**config.mk**
```make
export PLATFORM = sky130hd
export DESIGN_NAME = watchdog_and_can_mode_config
export DESIGN_NICKNAME = d
export VERILOG_FILES = /design/src/dog_bus_pkg.sv /design/src/field_reg.sv /design/src/dog_mode_decode.sv /design/src/watchdog_and_can_mode_config.sv
export SDC_FILE = /design/constraint.sdc
export NUM_CORES = 1
export LEC_CHECK = 0
export ABC_AREA = 1
export BUFFER_PORTS_ARGS = -buffer_cell sky130_fd_sc_hd__buf_2
export CORE_MARGIN = 2
export CORE_UTILIZATION = 41
export CTS_CLUSTER_SIZE = 24
export DETAILED_ROUTE_END_ITERATION = 10
export PLACE_DENSITY = 0.78
export SYNTH_ARGS = -nofsm -noshare
export SYNTH_HDL_FRONTEND = slang
export SYNTH_SLANG_ARGS = --single-unit
```
**constraint.sdc**
```tcl
create_clock -name clk -period 1.1 [get_ports clk]
set_input_delay 0.165 -clock clk [delete_from_list [all_inputs] [get_ports clk]]
set_output_delay 0.165 -clock clk [all_outputs]
set_load 0.01 [all_outputs]
```
**src/dog_bus_pkg.sv**
```systemverilog
// Shared constants for the watchdog setup and bus transceiver mode registers
package dog_bus_pkg;

   // ----------------------------------------------------------------
   // Register addresses
   // ----------------------------------------------------------------
   localparam logic [6:0] watchdog_setup_addr = 7'h03;
   localparam logic [6:0] bus_transceiver_mode_addr = 7'h04;

   // ----------------------------------------------------------------
   // Field positions
   // ----------------------------------------------------------------
   localparam int checksum_bit = 15;
   localparam int stop_dog_off_first_bit = 6;
   localparam int dog_type_select_bit = 5;
   localparam int dog_start_on_bus_wake_bit = 4;
   localparam int selective_wake_bit = 2;

   // ----------------------------------------------------------------
   // Writable masks and reset values
   // ----------------------------------------------------------------
   localparam logic [15:0] watchdog_setup_mask = 16'h8077;
   localparam logic [15:0] bus_transceiver_mode_mask = 16'h0007;
   localparam logic [15:0] watchdog_setup_reset = 16'h0014;
   localparam logic [15:0] watchdog_setup_restart = 16'h0004;
   localparam logic [15:0] bus_transceiver_mode_reset = 16'h0020;
   localparam logic [15:0] bus_fail_safe_value = 16'h0009;
   localparam logic [2:0] can_wake_soft_dev = 3'h1;

   // ----------------------------------------------------------------
   // Transceiver mode (low two bits of the mode field)
   // ----------------------------------------------------------------
   typedef enum logic [1:0] {
      can_off = 2'h0,
      can_wake = 2'h1,
      can_receive = 2'h2,
      can_normal = 2'h3
   } can_mode_t;

   typedef enum logic [1:0] {
      dog_timeout = 2'h0,
      dog_window = 2'h1,
      dog_stop_off = 2'h2
   } dog_state_t;

endpackage

```
**src/field_reg.sv**
```systemverilog
// One writable field with a software write and a hardware update path
`timescale 1ns/1ps
module field_reg #(
   parameter int width = 3,
   parameter logic [width-1:0] reset_value = '0
) (
   input wire logic clk,
   input wire logic nrst,
   input wire logic soft_load,
   input wire logic [width-1:0] soft_value,
   input wire logic sw_write,
   input wire logic [width-1:0] sw_value,
   input wire logic hw_write,
   input wire logic [width-1:0] hw_value,
   output logic [width-1:0] value
);
   // Hardware update wins over a same-cycle software write
   always_ff @(posedge clk) begin
      if (!nrst) begin
         value <= reset_value;
      end else if (soft_load) begin
         value <= soft_value;
      end else if (hw_write) begin
         value <= hw_value;
      end else if (sw_write) begin
         value <= sw_value;
      end
   end
endmodule // field_reg

```
**src/dog_mode_decode.sv**
```systemverilog
// Decodes the watchdog setup fields into a period index and a run state
`timescale 1ns/1ps
module dog_mode_decode
(
   input wire logic [2:0] period_code,
   input wire logic window_sel,
   input wire logic stop_mode,
   input wire logic stop_off,
   output logic [3:0] period_index,
   output dog_bus_pkg::dog_state_t state
);
   import dog_bus_pkg::*;

   always_comb begin
      // 110 is not a listed period; treat it like the next shorter one (101)
      unique case (period_code)
         3'h0: period_index = 4'h0;
         3'h1: period_index = 4'h1;
         3'h2: period_index = 4'h2;
         3'h3: period_index = 4'h3;
         3'h4: period_index = 4'h4;
         3'h5: period_index = 4'h5;
         3'h6: period_index = 4'h5;
         3'h7: period_index = 4'h7;
      endcase
      if (stop_mode && stop_off) begin
         state = dog_stop_off;
      end else if (window_sel) begin
         state = dog_window;
      end else begin
         state = dog_timeout;
      end
   end
endmodule // dog_mode_decode

```
**src/watchdog_and_can_mode_config.sv**
```systemverilog
// Watchdog setup and bus transceiver mode register bank
// Behaviour
// RULE1: Second stop watchdog-off bit clears on Stop to Normal transition.
// RULE2: Bit 15 of watchdog setup is read-write checksum bit.
// RULE3: Watchdog setup bits 14:7 and 3 read as zero.
// RULE4: Bit 6 requests watchdog off in Stop; device may update it.
// RULE5: Bit 5 chooses time-out (0) or window (1) watchdog.
// RULE6: Bit 4 set starts watchdog after CAN wake in Stop.
// RULE7: Bits 2:0 select the watchdog period code.
// RULE8: Restart reloads watchdog setup to 0x0004, bit 4 kept.
// RULE9: Mode codes 000..011 are off, wake, receive, normal, no selective.
// RULE10: Codes 100..111 are the same modes with selective wake.
// RULE11: Device never alters the selective wake bit; here fail-safe entry clears it.
// RULE12: Sleep entry without system error turns normal into wake capable.
// RULE13: Receive only goes wake on Sleep, stays on Stop.
// RULE14: Wake capable or off stays unchanged on Sleep or Stop.
// RULE15: Software selects receive only before requesting Stop Mode.
// RULE16: Fail-Safe entry forces mode field low bits to 01001.
// RULE17: Restart loads low mode bits from the cause input.
// RULE18: Software development mode resets mode field to 001.
// RULE19: Second stop watchdog-off bit sits at hardware setup bit 2.
// RULE20: Read data after a write shows the value before the write.
// RULE21: Writes to reserved bits are dropped; they read zero.
`timescale 1ns/1ps
module watchdog_and_can_mode_config
(
   input wire logic clk,
   input wire logic nrst,
   input wire logic access_valid,
   input wire logic access_write,
   input wire logic [6:0] access_addr,
   input wire logic [15:0] access_wdata,
   input wire logic soft_reset,
   input wire logic soft_dev_mode,
   input wire logic restart,
   input wire logic [1:0] restart_can_mode,
   input wire logic fail_safe_entry,
   input wire logic sleep_entry,
   input wire logic stop_entry,
   input wire logic stop_to_normal,
   input wire logic stop_mode,
   input wire logic system_error_flag,
   input wire logic hw_stop_off_first,
   input wire logic hw_stop_off_first_set,
   input wire logic stop_off_second_write,
   input wire logic stop_off_second_wdata,
   output logic [15:0] access_rdata,
   output logic access_hit,
   output logic [15:0] watchdog_setup,
   output logic [15:0] bus_transceiver_mode,
   output logic stop_dog_off_second,
   output logic [3:0] dog_period_index,
   output dog_bus_pkg::dog_state_t dog_state,
   output logic dog_start_on_bus_wake
);
   import dog_bus_pkg::*;

   // ----------------------------------------------------------------
   // Decode
   // ----------------------------------------------------------------
   logic sel_dog;
   logic sel_bus;
   logic wr_dog;
   logic wr_bus;
   logic [15:0] dog_w;
   logic reset_load;
   logic [15:0] next_dog;
   logic [2:0] mode;
   logic [2:0] next_mode;
   logic mode_hw;
   logic [3:0] idx;
   dog_state_t st;

   assign sel_dog = access_addr == watchdog_setup_addr;
   assign sel_bus = access_addr == bus_transceiver_mode_addr;
   assign wr_dog = access_valid && access_write && sel_dog;
   assign wr_bus = access_valid && access_write && sel_bus;
   assign dog_w = access_wdata & watchdog_setup_mask; // [RULE21] [RULE3]
   assign reset_load = soft_reset;

   // ----------------------------------------------------------------
   // Watchdog setup register
   // ----------------------------------------------------------------
   always_comb begin
      next_dog = watchdog_setup;
      if (reset_load) begin
         next_dog = watchdog_setup_reset;
      end else if (restart) begin
         // Bit 4 undefined on restart; holding it is the cheap choice
         next_dog = watchdog_setup_restart; // [RULE8]
         next_dog[dog_start_on_bus_wake_bit] =
            watchdog_setup[dog_start_on_bus_wake_bit];
      end else begin
         if (wr_dog) begin
            next_dog = dog_w; // [RULE2] [RULE5] [RULE6] [RULE7]
         end
         if (hw_stop_off_first_set) begin
            next_dog[stop_dog_off_first_bit] = hw_stop_off_first; // [RULE4]
         end
      end
   end

   always_ff @(posedge clk) begin
      if (!nrst) begin
         watchdog_setup <= watchdog_setup_reset;
      end else begin
         watchdog_setup <= next_dog;
      end
   end

   // ----------------------------------------------------------------
   // Second stop watchdog-off bit (hardware setup bit 2)
   // ----------------------------------------------------------------
   always_ff @(posedge clk) begin
      if (!nrst) begin
         stop_dog_off_second <= 1'b0;
      end else if (reset_load || restart || stop_to_normal) begin
         stop_dog_off_second <= 1'b0; // [RULE1]
      end else if (stop_off_second_write) begin
         stop_dog_off_second <= stop_off_second_wdata; // [RULE19]
      end
   end

   // ----------------------------------------------------------------
   // Bus transceiver mode field
   // ----------------------------------------------------------------
   always_comb begin
      mode = bus_transceiver_mode[2:0];
      next_mode = mode;
      mode_hw = 1'b1;
      // Selective wake kept; only the fail-safe value overrides it
      if (fail_safe_entry) begin
         next_mode = bus_fail_safe_value[2:0]; // [RULE16]
      end else if (restart) begin
         next_mode = {mode[2], restart_can_mode}; // [RULE17] [RULE11]
      end else if (sleep_entry && !system_error_flag &&
                   mode[1:0] == can_normal) begin
         next_mode = {mode[2], can_wake}; // [RULE12] [RULE11]
      end else if (sleep_entry && mode[1:0] == can_receive) begin
         next_mode = {mode[2], can_wake}; // [RULE13]
      end else begin
         mode_hw = 1'b0; // [RULE14] [RULE15]
      end
   end

   logic [2:0] mode_q;
   field_reg #(
      .width(3),
      .reset_value(bus_transceiver_mode_reset[2:0])
   ) u_mode (
      .clk(clk),
      .nrst(nrst),
      .soft_load(reset_load),
      .soft_value(soft_dev_mode ? can_wake_soft_dev :
                  bus_transceiver_mode_reset[2:0]), // [RULE18]
      .sw_write(wr_bus),
      .sw_value(access_wdata[2:0]), // [RULE9] [RULE10] [RULE21]
      .hw_write(mode_hw),
      .hw_value(next_mode),
      .value(mode_q)
   );

   // Upper reset bit (0x20) is a reserved-read position: kept at reset only
   logic bit5;
   always_ff @(posedge clk) begin
      if (!nrst) begin
         bit5 <= bus_transceiver_mode_reset[5];
      end else if (reset_load) begin
         bit5 <= bus_transceiver_mode_reset[5];
      end else if (wr_bus || mode_hw) begin
         bit5 <= 1'b0;
      end
   end

   // Fail-safe shows bit 3 set; reserved again after the next change
   logic fail_safe_mark;
   always_ff @(posedge clk) begin
      if (!nrst) begin
         fail_safe_mark <= 1'b0;
      end else if (reset_load) begin
         fail_safe_mark <= 1'b0;
      end else if (fail_safe_entry) begin
         fail_safe_mark <= bus_fail_safe_value[3]; // [RULE16]
      end else if (wr_bus || mode_hw) begin
         fail_safe_mark <= 1'b0;
      end
   end

   always_ff @(posedge clk) begin
      if (!nrst) begin
         bus_transceiver_mode <= bus_transceiver_mode_reset;
      end else begin
         bus_transceiver_mode <=
            {10'h000, bit5, 1'b0, fail_safe_mark, mode_q}; // [RULE16]
      end
   end

   // ----------------------------------------------------------------
   // Read port: shows contents before this cycle's write
   // ----------------------------------------------------------------
   always_ff @(posedge clk) begin
      if (!nrst) begin
         access_rdata <= 16'h0000;
         access_hit <= 1'b0;
      end else begin
         access_hit <= access_valid && (sel_dog || sel_bus);
         if (access_valid && sel_dog) begin
            access_rdata <= watchdog_setup; // [RULE20]
         end else if (access_valid && sel_bus) begin
            access_rdata <= bus_transceiver_mode; // [RULE20]
         end else begin
            access_rdata <= 16'h0000;
         end
      end
   end

   // ----------------------------------------------------------------
   // Watchdog decode outputs
   // ----------------------------------------------------------------
   dog_mode_decode u_dec (
      .period_code(watchdog_setup[2:0]),
      .window_sel(watchdog_setup[dog_type_select_bit]),
      .stop_mode(stop_mode),
      .stop_off(watchdog_setup[stop_dog_off_first_bit] |
                stop_dog_off_second),
      .period_index(idx),
      .state(st)
   );

   always_ff @(posedge clk) begin
      if (!nrst) begin
         dog_period_index <= 4'h0;
         dog_state <= dog_timeout;
         dog_start_on_bus_wake <= 1'b0;
      end else begin
         dog_period_index <= idx; // [RULE7]
         dog_state <= st; // [RULE5] [RULE4]
         dog_start_on_bus_wake <=
            watchdog_setup[dog_start_on_bus_wake_bit]; // [RULE6]
      end
   end

   // ----------------------------------------------------------------
   // Checks
   // ----------------------------------------------------------------
   property p_rsv_zero;
      @(posedge clk) disable iff (!nrst)
         (watchdog_setup & ~watchdog_setup_mask) == 16'h0000;
   endproperty
   a_rsv_zero: assert property (p_rsv_zero) // [RULE3]
      else $error("reserved watchdog bits nonzero");

   property p_stop_clear;
      @(posedge clk) disable iff (!nrst)
         stop_to_normal |=> !stop_dog_off_second;
   endproperty
   a_stop_clear: assert property (p_stop_clear) // [RULE1]
      else $error("second stop bit not cleared");

   property p_swk_kept;
      @(posedge clk) disable iff (!nrst)
         !wr_bus && !reset_load && !fail_safe_entry
         |=> mode_q[2] == $past(mode_q[2]);
   endproperty
   a_swk_kept: assert property (p_swk_kept) // [RULE11]
      else $error("selective wake changed by device");

   property p_sleep_norm;
      @(posedge clk) disable iff (!nrst)
         sleep_entry && !system_error_flag && !fail_safe_entry &&
         !restart && !reset_load && mode_q[1:0] == 2'h3
         |=> mode_q[1:0] == 2'h1;
   endproperty
   a_sleep_norm: assert property (p_sleep_norm) // [RULE12]
      else $error("normal not moved to wake on sleep");

   property p_stop_rx;
      @(posedge clk) disable iff (!nrst)
         stop_entry && !sleep_entry && !fail_safe_entry && !restart &&
         !reset_load && !wr_bus && mode_q[1:0] == 2'h2
         |=> mode_q[1:0] == 2'h2;
   endproperty
   a_stop_rx: assert property (p_stop_rx) // [RULE13]
      else $error("receive only lost on stop");

   property p_fail;
      @(posedge clk) disable iff (!nrst)
         fail_safe_entry && !reset_load |=> mode_q == 3'h1 ##1
         bus_transceiver_mode[4:0] == bus_fail_safe_value[4:0];
   endproperty
   a_fail: assert property (p_fail) // [RULE16]
      else $error("fail-safe mode value wrong");

   property p_restart;
      @(posedge clk) disable iff (!nrst)
         restart && !reset_load |=>
         (watchdog_setup & 16'hffef) == 16'h0004;
   endproperty
   a_restart: assert property (p_restart) // [RULE8]
      else $error("restart value wrong");

   property p_old_read;
      @(posedge clk) disable iff (!nrst)
         wr_dog ##1 1 |-> access_rdata == $past(watchdog_setup);
   endproperty
   a_old_read: assert property (p_old_read) // [RULE20]
      else $error("read shows new value");

   property p_swdev;
      @(posedge clk) disable iff (!nrst)
         reset_load && soft_dev_mode |=> mode_q == 3'h1;
   endproperty
   a_swdev: assert property (p_swdev) // [RULE18]
      else $error("development reset value wrong");

   c_sleep: cover property (@(posedge clk) sleep_entry && mode_q == 3'h3);
   c_fail: cover property (@(posedge clk) fail_safe_entry);
   c_restart: cover property (@(posedge clk) restart);
   c_write: cover property (@(posedge clk) wr_dog);

endmodule // watchdog_and_can_mode_config

```
==> results of run 1 <==
registers in the layout (all words and copies together) (netlist names):
name	count
bit5	1
dog_start_on_bus_wake	1
access_hit	1
bus_transceiver_mode	5
stop_dog_off_second	1
access_rdata	8
u_mode.value	3
watchdog_setup	7
fail_safe_mark	1
dog_state	2
dog_period_index	3
worst reg2reg max path: stages, from the launching register on:
cell                      delay, ns
sky130_fd_sc_hd__dfxtp_2       0.33
sky130_fd_sc_hd__nand2_2       0.06
sky130_fd_sc_hd__inv_2         0.04
sky130_fd_sc_hd__nand2_4       0.08
sky130_fd_sc_hd__nand3_4       0.10
sky130_fd_sc_hd__nor2_1        0.13
sky130_fd_sc_hd__nand3_1       0.08
sky130_fd_sc_hd__nand2_1       0.07
sky130_fd_sc_hd__nor2_1        0.04
sky130_fd_sc_hd__nor2_1        0.08
through the flow:
step / setup WS, ns / util / power, µW
after floorplan: 0.0216 / - / 1470
after global placement: -0.0523 / 0.499 / 1500
after detailed placement: -0.0825 / 0.499 / 1500
after CTS: 0.0141 / 0.538 / 2840
after global routing: -0.0835 / 0.546 / 2930
final: 0.0514 / 0.546 / 2830
final cells by class:
class | count | area (µm²)
clock inverters | 3 | 65.1
well taps | 48 | 60.1
flip-flops and latches | 33 | 664
inverters | 35 | 131
multi-input cells | 126 | 617
clock buffers | 5 | 68.8
fillers | 331 | 1640
repair buffers | 68 | 363
where the power goes:
part	total, µW	internal (µW)	switching, µW	leakage, µW
logic	260	96.6	164	0.000736
registers	1220	1210	9.51	0.000268
clock network	1350	900	449	0.0000681
total	2830	2210	623	0.00107
logic make-up after synthesis:
group	Yosys count	synth area share
simple gates	73	0.224
buf+inv	67	0.248
flops	33	0.436
compound gates	23	0.0834
mux	1	0.00661
other cells	1	0.00247
worst max-delay path by stage:
stage / end / slack (ns) / cells after the start
2_1_floorplan: u_mode.value[2]$_SDFFE_PN0P_ / 0.02 / 7
3_3_place_gp: u_mode.value[2]$_SDFFE_PN0P_ / -0.05 / 7
3_5_place_dp: u_mode.value[2]$_SDFFE_PN0P_ / -0.08 / 7
4_1_cts: watchdog_setup[2] / 0.01 / 1
5_1_grt: u_mode.value[0]$_SDFFE_PN0P_ / -0.08 / 9
6_report: u_mode.value[0]$_SDFFE_PN0P_ / 0.05 / 9
cells in the final DEF, fill, tap and decap left out:
cell and instances:
sky130_fd_sc_hd__a211oi_1 1, sky130_fd_sc_hd__a21oi_1 5, sky130_fd_sc_hd__a21oi_2 1, sky130_fd_sc_hd__buf_2 59, sky130_fd_sc_hd__buf_4 9, sky130_fd_sc_hd__bufinv_16 2
sky130_fd_sc_hd__clkbuf_8 5, sky130_fd_sc_hd__clkinv_2 1, sky130_fd_sc_hd__conb_1 29, sky130_fd_sc_hd__dfxtp_1 30, sky130_fd_sc_hd__dfxtp_2 3, sky130_fd_sc_hd__inv_1 29
sky130_fd_sc_hd__inv_2 6, sky130_fd_sc_hd__mux2i_1 1, sky130_fd_sc_hd__nand2_1 25, sky130_fd_sc_hd__nand2_2 3, sky130_fd_sc_hd__nand2_4 1, sky130_fd_sc_hd__nand3_1 16
sky130_fd_sc_hd__nand3_4 1, sky130_fd_sc_hd__nand4_1 3, sky130_fd_sc_hd__nor2_1 17, sky130_fd_sc_hd__nor2_2 2, sky130_fd_sc_hd__nor2_4 4, sky130_fd_sc_hd__nor3_2 1
sky130_fd_sc_hd__o21ai_0 5, sky130_fd_sc_hd__o21ai_1 9, sky130_fd_sc_hd__o21ai_2 1, sky130_fd_sc_hd__o22ai_1 1
per-layer routing:
layer | wire length (µm) | share of wire | global-route usage | vias to the layer above
li1 | - | - | - | 695
met1 | 1290 | 0.40 | 0.177 | 578
met2 | 1550 | 0.48 | 0.278 | 63
met3 | 278 | 0.087 | 0.0486 | 8
met4 | 90 | 0.028 | 0.0957 | 0
met5 | 0 | 0 | 0 | -
what timing repair did:
| action | CTS | global route |
|---|---|---|
| setup endpoints to repair | 5 | 6 |
| pin swaps | 1 | 5 |
| gates resized for setup | 3 | 10 |
==> results, run 1 <==
- The capture instance of the worst register-to-register path is u_mode.value[0]$_SDFFE_PN0P_.
- The count of clock tree sinks is 33.
- The final period utilization is 0.953.
- The number of instances in the placed design is 310.
- Counting stages on the worst path, the most repeated cell is sky130_fd_sc_hd__nor2_1.
- The max-slew violation total from the final report was 0.
- Synthesis produced 198 cells.
- The power per unit of standard cell area is 1440 nW/µm².
- The critical path goes through nand2_2 > inv_2 > nand2_4 > nand3_4 > nor2_1 > nand3_1 > nand2_1 > nor2_1 > nor2_1.
- The synthesis-to-layout area growth is 30.0%.
- The flow ran to the end, and the final reports show no timing, DRC or antenna violations.
- The CTS root buffer is sky130_fd_sc_hd__clkbuf_8.
- The share of the synthesized area in the top cell type is 0.436.
- The endpoint class of the critical path is a flop.
- Leaving out filler cells and counting taps, the final layout contains 318.
- The core area is roughly 3600 µm².
- The maximum clock rate is 954 MHz.
- Setup violations remaining at the end of the flow were counted as 0.
- Counting instances in the post-synthesis netlist gives the leading cell types as 33 x sky130_fd_sc_hd__dfxtp_1, 31 x sky130_fd_sc_hd__buf_4, 30 x sky130_fd_sc_hd__inv_1.
- The routed wirelength normalized by instance count is a little over 10 µm.
- Detailed placement ended at an HPWL of between 2000 and 3000 µm.
- For hold timing, the worst endpoint is stop_dog_off_second$_SDFFE_PP0P_.
- For this run the aggregate overflow at the end of global routing stands at 0.
- The count of cells along the worst register-to-register path is 9.
- The start-to-end type of the worst setup path is flop to flop.
- Yosys attributes the largest share of cell area to sky130_fd_sc_hd__dfxtp_1 44%, sky130_fd_sc_hd__buf_4 15%, sky130_fd_sc_hd__inv_1 7.4%, sky130_fd_sc_hd__nand2_1 6.9%, sky130_fd_sc_hd__nand3_1 5.3%.
- The clock network latency to the later pin of the worst-skew pair is about 0.29 ns.
- The tool flagged a number of max-cap violations equal to 0.
- The via count of the first global-routing pass was 1143.
- The startpoint of the most critical setup path is bus_transceiver_mode[1]$_SDFF_PN0_.
- The placed instances occupy a cell area of roughly 1800 µm².
- The initialized floorplan defines 22 standard-cell rows.
- In the final timing run, aggregate negative setup slack is 0 ns.
- After the last flow step, the layout net total stands at 311.
- The static power due to leakage is 0.00107 µW.
- The prevailing post-synth register cell is sky130_fd_sc_hd__dfxtp_1.
- In this run the remaining antenna-violating nets after routing total 0.
- The routed layout has 1344 vias.
- The global-route usage over all layers is 0.163.
- The count of input and output buffers is 59.
- Entering global routing, the biggest net connects 13 pins.
- STA puts the critical path data arrival time at 1.29 ns.
- The internal reg-to-reg setup slack is 0.05 ns.
- The number of buffer and inverter stages on the critical path is 1.
- The number of antenna violations at the first check in global routing is 0.
- The launch instance of the worst min-delay path is stop_to_normal.
- The top-level port count is 99.
- TritonCTS built the clock tree.
- In this run the post-CTS setup repair buffer count came out at 0.
- A synthesized cell averages about 7.7 µm².
- Wires add up to between 3000 and 4000 µm.
- The first routing iteration left 88 violations.
- The time the final worst path needs with I/O delays and setup is around 1.0 ns.
- The launching point of the worst reg2reg path is bus_transceiver_mode[1]$_SDFF_PN0_.
- The cell class contributing the biggest share of worst-path delay is simple AND/OR/NAND/NOR gates.
- Along the worst path, the maximum fanout reaches 5.
- The count of flip-flops with a built-in enable after synthesis is 0.
- The diode insertion count for antenna repair is 0.
- After detailed routing, the number of vias per cell comes to 4.23.
- The area of the die is 4200 µm².
- Data on the critical path is required at its endpoint by 1.34 ns.
- The DRC violation count after routing is 0.
- Along the worst hold path, the cell count comes to 2.
- The async set-reset flop share out of synthesis is 0.
- The final number of hold-violating endpoints came to 0.
- The sort of element at the start of the critical path is a flop.
- The type of the tightest min-delay check is input port to flop.
- The height of the chip is 64.8 µm.
- The part of the Yosys area used for sequential elements is 0.436.
- Clock skew on the completed layout was measured at roughly 0.0056 ns.
- The floorplan step set the die width to 64.8 µm.
- The largest area contributor in the synthesized netlist is sky130_fd_sc_hd__dfxtp_1.
- The worst-case vdd ir drop is 0.000667 V.
- Of the cells placed in the final design, the portion with a size suffix greater than 1 is 0.367.
- The distinct cell type count of the synthesized netlist is 22.
- The maximum clock path buffer count is 2.
- For this design, the slowest cell found on the critical path is sky130_fd_sc_hd__dfxtp_2.
- The total of warnings raised by yosys is 0.
- The cell area that synthesis handed to floorplanning was ~1500 µm².
- Setup repair after global routing could not meet its margin everywhere.
- The initial utilization of the core area, before any placement, comes to 0.420.
- The flip-flop and latch count after synthesis is 33.
- The area of all placed cells without fillers is 1970 µm².
- The clock edge transition at the registers on the reported setup and hold paths is ~0.070 ns.
- The wire length of the first global-routing pass is 5010 µm.
- At the end of routability-driven placement, the weighted congestion stood at a little over 0.8.
- The number of buffers inserted during clock tree synthesis is 5.
- The peak per-stage delay on the critical path is about 0.33 ns.
- In this run the number of H-tree levels came out at 2.
- The detailed-router iteration count before antenna repair is 4.
- The post-route worst hold slack is roughly 0.027 ns.
- Yosys instantiated no cell more often than sky130_fd_sc_hd__dfxtp_1.
- Hold repair after CTS inserted 0 buffers.
Power figures use the tool's default switching activity.
==> inputs of run 2 (changes only) <==
Settings changed: CELL_PAD_IN_SITES_DETAIL_PLACEMENT set to 0, CELL_PAD_IN_SITES_GLOBAL_PLACEMENT set to 1, CORE_UTILIZATION 41 to 28, PLACE_DENSITY 0.78 to not set, PLACE_DENSITY_LB_ADDON set to 0.1.
==> run 2 against run 1 <==
  * Sequential share of layout area is 0.34 points lower
  * Cell count is 8.2% higher
  * Hold slack better by 0.013 ns
  * Combinational power is 6% higher
  * Largest cell class unchanged
  * Utilization is 16 points lower
==> results, run 2 (synthesis gave the netlist of run 1 again) <==
- The detailed-placement wirelength estimate is roughly 3000 µm.
- The die width is just under 80 µm.
- The internal portion of the total power is 1890 µW.
- The die is 77.6 µm tall.
- The count of nets left with antenna violations once routing finished came out at 0.
- 99 I/O pins were placed.
- Using the TritonRoute via totals, the vias-per-cell ratio works out to 3.90.
- The part of the power in the clock network is 0.398.
- The tree is rooted in a sky130_fd_sc_hd__clkbuf_8.
- The final number of hold-violating endpoints is 0.
- The violation count after the first detailed-route iteration is 44.
- The max-slew violation total from the final report is 0.
- The signal on the critical path passes through nand2_1 > inv_1 > nand2_2 > nand3_4 > buf_4 > nor2_1 > nand3_1 > nand2_1 > nor2_1 > nor2_1.
- Setup repair after global routing could not meet its margin everywhere.
- The max-capacitance violation count is 0.
- The first detailed-routing pass ran for 4 iterations.
- Across all hold checks on the routed design, the worst slack comes to 0.0401 ns.
- The final estimated routing congestion in global placement is approximately 0.75.
- The type of the tightest min-delay check is input port to flop.
- Of the total power, combinational logic draws 0.111.
- The die covers 6020 µm².
- The net count of the finished layout is approximately 320.
- Setup violations remaining at the end of the flow were counted as 0.
- The power per unit of standard cell area is 1250 nW/µm².
- The switching component of the power is approximately 600 µW.
- The H-tree was split into 2 levels.
- The register area is 663 µm².
- The via count of the first global-routing pass is around 1200.
- The number of placement rows is 26.
- The largest registers in the layout are access_rdata x8, watchdog_setup x7, bus_transceiver_mode x5.
- Post-CTS timing repair inserted 0 buffers for setup.
- The clock network latency to the later pin of the worst-skew pair is 0.28 ns.
- The data arrival time of the worst path is 1.32 ns.
- The maximum clock rate is 910 MHz.
- The number of flip-flops under the largest register name is 8.
- The fraction of power consumed by sequential logic is 0.491.
- The global route total overflow is 0.
- The peak per-stage delay on the critical path is 0.32 ns.
- The critical path's most frequent cell is sky130_fd_sc_hd__nor2_1.
- The number of buffer and inverter stages on the critical path is 2.
- Wires add up to 3560 µm.
- The clock passes through at most 2 buffers.
- The clock edge transition at the registers on the reported setup and hold paths is 0.07 ns.
- For this configuration, the core starts out at a cell density of 0.293.
- Entering global routing, the biggest net connects 13 pins.
- For this design, the slowest cell found on the critical path is sky130_fd_sc_hd__dfxtp_2.
- The global-route usage over all layers is 0.128.
- Of the cells placed in the final design, the portion with a size suffix greater than 1 is 0.361.
- Of the available clock period, the critical path in the final layout requires 0.999.
- The number of buffers inserted during clock tree synthesis is 5.
- The number of fill cells in the layout is 570.
- The final non-filler cell total is 344.
- CTS saw 33 sinks.
- The library cell used most frequently in the layout, excluding fill and tap cells, is sky130_fd_sc_hd__buf_2.
- Detailed routing inserted a total of 1342 vias.
- STA classifies the critical path startpoint as a flop.
- The CTS tree is done.
- The endpoint class of the critical path is a flop.
- The count of input and output buffers is 59.
- The start-to-end type of the worst setup path is flop to flop.
- On the final layout, the worst clock skew is 0.00604 ns.
- The DRC violation count after routing is 0.
- In the layout the commonest cells are 59 x sky130_fd_sc_hd__buf_2, 31 x sky130_fd_sc_hd__dfxtp_1, 30 x sky130_fd_sc_hd__inv_1, 29 x sky130_fd_sc_hd__conb_1, 27 x sky130_fd_sc_hd__nand2_1.
- Dividing the detail-routed wire length by the instance count gives 10.4 µm.
- The diode insertion count for antenna repair is 0.
- Grouping stages by cell kind, the critical path spends the most delay in simple AND/OR/NAND/NOR gates.
- The total area inside the core boundary comes to 5170 µm².
- Of the total power, the share spent switching nets is 0.242.
- The number of antenna violations at the first check in global routing was 0.
- The wire length of the first global-routing pass is ~5900 µm.
- Once placement completed, the tool counted placed cells totaling 336.
- The run finished with clean final reports.
- The static power due to leakage is 0.00108 µW.
- Counting flops per register, the top entry is access_rdata.
- Along the worst path, the maximum fanout reaches 3.
- The required time reported for the critical path endpoint is 1.32 ns.
- The area used by multi-input combinational logic is 606 µm².
- VDD sags by at most 0.000527 V.
- The time the final worst path needs with I/O delays and setup is 1.10 ns.
- The synthesis-to-layout area growth is 31.0%.
==> run 2: cell count changes in the layout (fill, tap and decap cells not counted), moves of 2 or more <==
cell	delta
sky130_fd_sc_hd__nor2_1	+2
sky130_fd_sc_hd__bufinv_16	-2
sky130_fd_sc_hd__clkbuf_8	+2
sky130_fd_sc_hd__buf_4	+3
sky130_fd_sc_hd__nand2_1	+2
==> run 2: cell type report <==
type | count | area share
clock buffers | 7 | 0.0485
flip-flops and latches | 33 | 0.334
clock inverters | 1 | 0.00252
multi-input cells | 126 | 0.305
well taps | 70 | 0.0441
repair buffers | 72 | 0.200
inverters | 35 | 0.0662
==> run 2: power by group through the flow <==
stage | Combinational, µW | Sequential (µW) | Clock, µW
2_1_floorplan | 210 | 1250 | 0
3_3_place_gp | 270 | 1250 | 0
3_5_place_dp | 269 | 1250 | 0
4_1_cts | 271 | 1220 | 1030
5_1_grt | 310 | 1230 | 1110
6_report | 276 | 1220 | 990
==> run 2: metrics by stage <==
step,total power (µW),worst slack (ns),setup TNS (ns),cell area (µm²),utilization
floorplan,1470,0.0216,0,1620,-
global placement,1520,-0.0569,-0.432,1860,0.359
detailed placement,1520,-0.0674,-0.478,1860,0.359
CTS,2520,0.000316,0,1960,0.379
global route,2640,-0.0914,-0.267,1990,0.384
finish,2490,0.000623,0,1990,0.384
==> run 2: final timing paths <==
path | startpoint | end | slack [ns] | cells past startpoint
setup / recovery | bus_transceiver_mode[1]$_SDFF_PN0_ | u_mode.value[0]$_SDFFE_PN0P_ | 0.0006 | 10
hold / removal | stop_to_normal | stop_dog_off_second$_SDFFE_PP0P_ | 0.04 | 2
setup reg to reg | bus_transceiver_mode[1]$_SDFF_PN0_ | u_mode.value[0]$_SDFFE_PN0P_ | 0.0006 | 10
hold reg to reg | bus_transceiver_mode[3]$_SDFF_PN0_ | access_rdata[3]$_SDFF_PP0_ | 0.42 | 2
==> run 2: per-layer routing <==
layer,vias up,track usage,routed length [µm],part of all wire
met5,-,0,0,0
met4,0,0.0429,26,0.0073
met3,2,0.0419,230,0.065
met2,54,0.199,1630,0.46
met1,584,0.167,1680,0.47
li1,702,-,-,-
==> run 2: timing repair <==
action                                  in CTS  in global routing
hold buffers                                 0                  0
cloned                                       0                  0
gates resized for setup                      3                  6
endpoints found under the setup margin       3                  4
==> inputs of run 3 (changes only) <==
Settings changed: PLACE_DENSITY set to 0.78, PLACE_DENSITY_LB_ADDON 0.1 to not set, REMOVE_ABC_BUFFERS set to 1.
==> run 3 against run 2 <==
  * Total power fell by 6.7%
  * Cell count did not move
  * Non-clock buffer count did not move
  * Global-route usage fell by 1.4 points
  * Design area fell by 1.1%
  * Utilization fell by 0.41 points
  * Die area did not move
  * Setup slack improved by 0.0088 ns
  * Hold slack improved by 0.013 ns
  * Sequential share of layout area rose by 0.36 points
  * Combinational power fell by 1%
  * Sequential cell count did not move
  * Highest routed layer unchanged
  * Critical path type unchanged
==> results, run 3 (synthesis gave the netlist of run 1 again) <==
- The final route contains 1334 vias.
- The share of total power dissipated in combinational logic is 0.117.
- Setup repair after global routing could not meet its margin everywhere.
- The global route total overflow is 0.
- The count of input and output buffers is 59.
- The initial utilization of the core area, before any placement, comes to 0.293.
- For this block, the routed nets add up to 3360 µm of wire.
- For this block, the initial DRC count from the detailed router was 62.
- The internal power component is 1760 µW.
- The count of clock tree sinks is 33.
- The layout cell share with drive strength beyond 1 is 0.358.
- CTS placed an instance of sky130_fd_sc_hd__clkbuf_8 at the clock tree root.
- The largest registers in the layout are access_rdata x8, watchdog_setup x7, bus_transceiver_mode x5.
- The clock network latency to the later pin of the worst-skew pair is 0.27 ns.
- The max-slew violation total from the final report came to 0.
- The core area is 5170 µm².
- The data arrival time of the worst path is 1.25 ns.
- Setup violations remaining at the end of the flow were counted as 0.
- The routed wirelength normalized by instance count is around 10 µm.
- The total negative setup slack is 0 ns.
- Along the worst path, the maximum fanout reaches 5.
- The flow ran to the end, and the final reports show no timing, DRC or antenna violations.
- The number of antenna violations at the first check in global routing is 0.
- The switching component of the power is 567 µW.
- Of the total power, the clock network draws 0.357.
- The register with the most flip-flops in the layout has 8 of them.
- The net count of the finished layout is 315.
- The H-tree generated during clock tree synthesis spans 2 levels.
- The area of the die is between 6000 and 7000 µm².
- The final number of hold-violating endpoints is 0.
- In this run the remaining antenna-violating nets after routing total 0.
- The synthesis-to-layout area growth is 29.6%.
- The worst hold endpoint is stop_dog_off_second$_SDFFE_PP0P_.
- The worst register-to-register path ends at u_mode.value[2]$_SDFFE_PN0P_.
- The diode insertion count for antenna repair is 0.
- The register with the highest flop count is access_rdata.
- Once detailed placement completed, the half-perimeter wirelength came to ~2800 µm.
- The time the final worst path needs with I/O delays and setup is 1.09 ns.
- The start-to-end type of the worst setup path is flop to flop.
- Measured in cells, the most critical reg-to-reg path has a length of 8.
- The type of the tightest min-delay check is input port to flop.
- The library cells used most frequently in the layout, excluding fill and tap cells, are 59 x sky130_fd_sc_hd__buf_2, 31 x sky130_fd_sc_hd__dfxtp_1, 30 x sky130_fd_sc_hd__inv_1, 29 x sky130_fd_sc_hd__conb_1, 27 x sky130_fd_sc_hd__nand2_1.
- Counting tap cells, the placed design contains a total of ~340 instances.
- The final worst clock skew is roughly 0.0043 ns.
- The static power due to leakage is 0.00107 µW.
- The top-level port count is 99.
- The sort of element at the start of the critical path is a flop.
- TritonCTS built the clock tree.
- The first global-routing pass estimated approximately 5400 µm of wire.
- The design draws between 2000 and 2500 µW.
- The worst register-to-register path begins at bus_transceiver_mode[1]$_SDFF_PN0_.
- The max-capacitance violation count is 0.
- The final estimated routing congestion in global placement is 0.830.
- The final period utilization is 0.991.
- The post-CTS setup buffer count is 0.
- The pin count of the biggest net entering global routing is 13.
- Timing would allow up to between 900 and 1000 MHz.
- In this run the power density over the cells is about 1200 nW/µm².
- The via count of the first global-routing pass is 1203.
- For this run, the total global-route usage over all layers was measured as 0.114.
- The endpoint class of the critical path is a flop.
- In the routed layout, each cell is associated on average with a via count of 3.88.
- Measured on the finished design, the core utilization comes to 0.380.
- For this run, the number of standard cells in the final layout without fillers is roughly 340.
- Of the total power, the share spent switching nets is 0.244.
- The number of clock buffers added by TritonCTS is 5.
- After detailed routing, the number of remaining DRC violations is 0.
- Across the VDD grid, the largest voltage drop is 0.000608 V.
- The internal reg-to-reg setup slack is 0.009 ns.
- The hold-critical path depth is 2.
- The die width is 77.6 µm.
- The launch instance of the worst min-delay path is stop_to_normal.
- The required time reported for the critical path endpoint is around 1.3 ns.
- No sink is reached through more buffers than the 2 on the longest clock path.
- The height of the chip is 77.6 µm.
- The clock edge transition at the registers on the reported setup and hold paths is 0.06 ns.
- The library cell used most frequently in the layout, excluding fill and tap cells, is sky130_fd_sc_hd__buf_2.
- In this run the core area contains 26 standard-cell rows.
- The detailed-router iteration count before antenna repair is 4.
- Of the total power, registers draw 0.526.
==> run 3: worst max path at each step <==
stage | start | to | slack [ns] | cells after the start
finish | bus_transceiver_mode[1]$_SDFF_PN0_ | u_mode.value[2]$_SDFFE_PN0P_ | 0.009 | 8
global route | bus_transceiver_mode[1]$_SDFF_PN0_ | u_mode.value[2]$_SDFFE_PN0P_ | -0.06 | 8
CTS | bus_transceiver_mode[1]$_SDFF_PN0_ | u_mode.value[2]$_SDFFE_PN0P_ | 0.005 | 8
detailed placement | access_addr[2] | watchdog_setup[6]$_SDFFE_PP0P_ | -0.05 | 9
global placement | access_addr[3] | u_mode.value[2]$_SDFFE_PN0P_ | -0.04 | 10
floorplan | bus_transceiver_mode[0]$_SDFF_PN0_ | u_mode.value[2]$_SDFFE_PN0P_ | 0.02 | 7
==> run 3: timing repair <==
action,CTS,global route
hold buffers,0,0
pin swaps,2,3
resized for setup,5,3
endpoints found under the setup margin,2,3
==> run 3: power groups by stage <==
stage                     combinational, µW  clock, µW  sequential, µW
final                                   272        829            1220
after global routing                    303        917            1220
after CTS                               270        856            1220
after detailed placement                264          0            1250
after global placement                  261          0            1250
after floorplan                         128          0            1250
==> run 3: per-stage QoR <==
| step | setup slack, ns | cell area [µm²] | hold slack, ns |
|---|---|---|---|
| finish | 0.00943 | 1960 | 0.0533 |
| global route | -0.0622 | 1960 | 0.0448 |
| CTS | 0.00467 | 1960 | 0.0522 |
| detailed placement | -0.0490 | 1860 | 0.341 |
| global placement | -0.0435 | 1860 | 0.334 |
| floorplan | 0.0216 | 1380 | 0.234 |
==> run 3: cell type report <==
type | instances | area (µm²)
fillers | 575 | 3210
flip-flops and latches | 33 | 663
multi-input cells | 126 | 603
repair buffers | 72 | 397
inverters | 35 | 131
well taps | 70 | 87.6
clock buffers | 6 | 72.6
clock inverters | 2 | 10.0
==> run 3: layer usage <==
metal | vias up | wire (µm) | GRT usage
li1 | 704 | - | -
met1 | 577 | 1470 | 0.144
met2 | 49 | 1630 | 0.188
met3 | 4 | 229 | 0.0349
met4 | 0 | 29 | 0.0321
met5 | - | 0 | 0
==> run 3: critical path, cell delays in order (launching register included) <==
cell                      delay (ns)
sky130_fd_sc_hd__dfxtp_2        0.33
sky130_fd_sc_hd__nand2_1        0.05
sky130_fd_sc_hd__inv_1          0.04
sky130_fd_sc_hd__nand2_2        0.09
sky130_fd_sc_hd__nand3_4        0.11
sky130_fd_sc_hd__nor2_2         0.17
sky130_fd_sc_hd__inv_2          0.06
sky130_fd_sc_hd__nand3_1        0.08
sky130_fd_sc_hd__o21ai_1        0.06
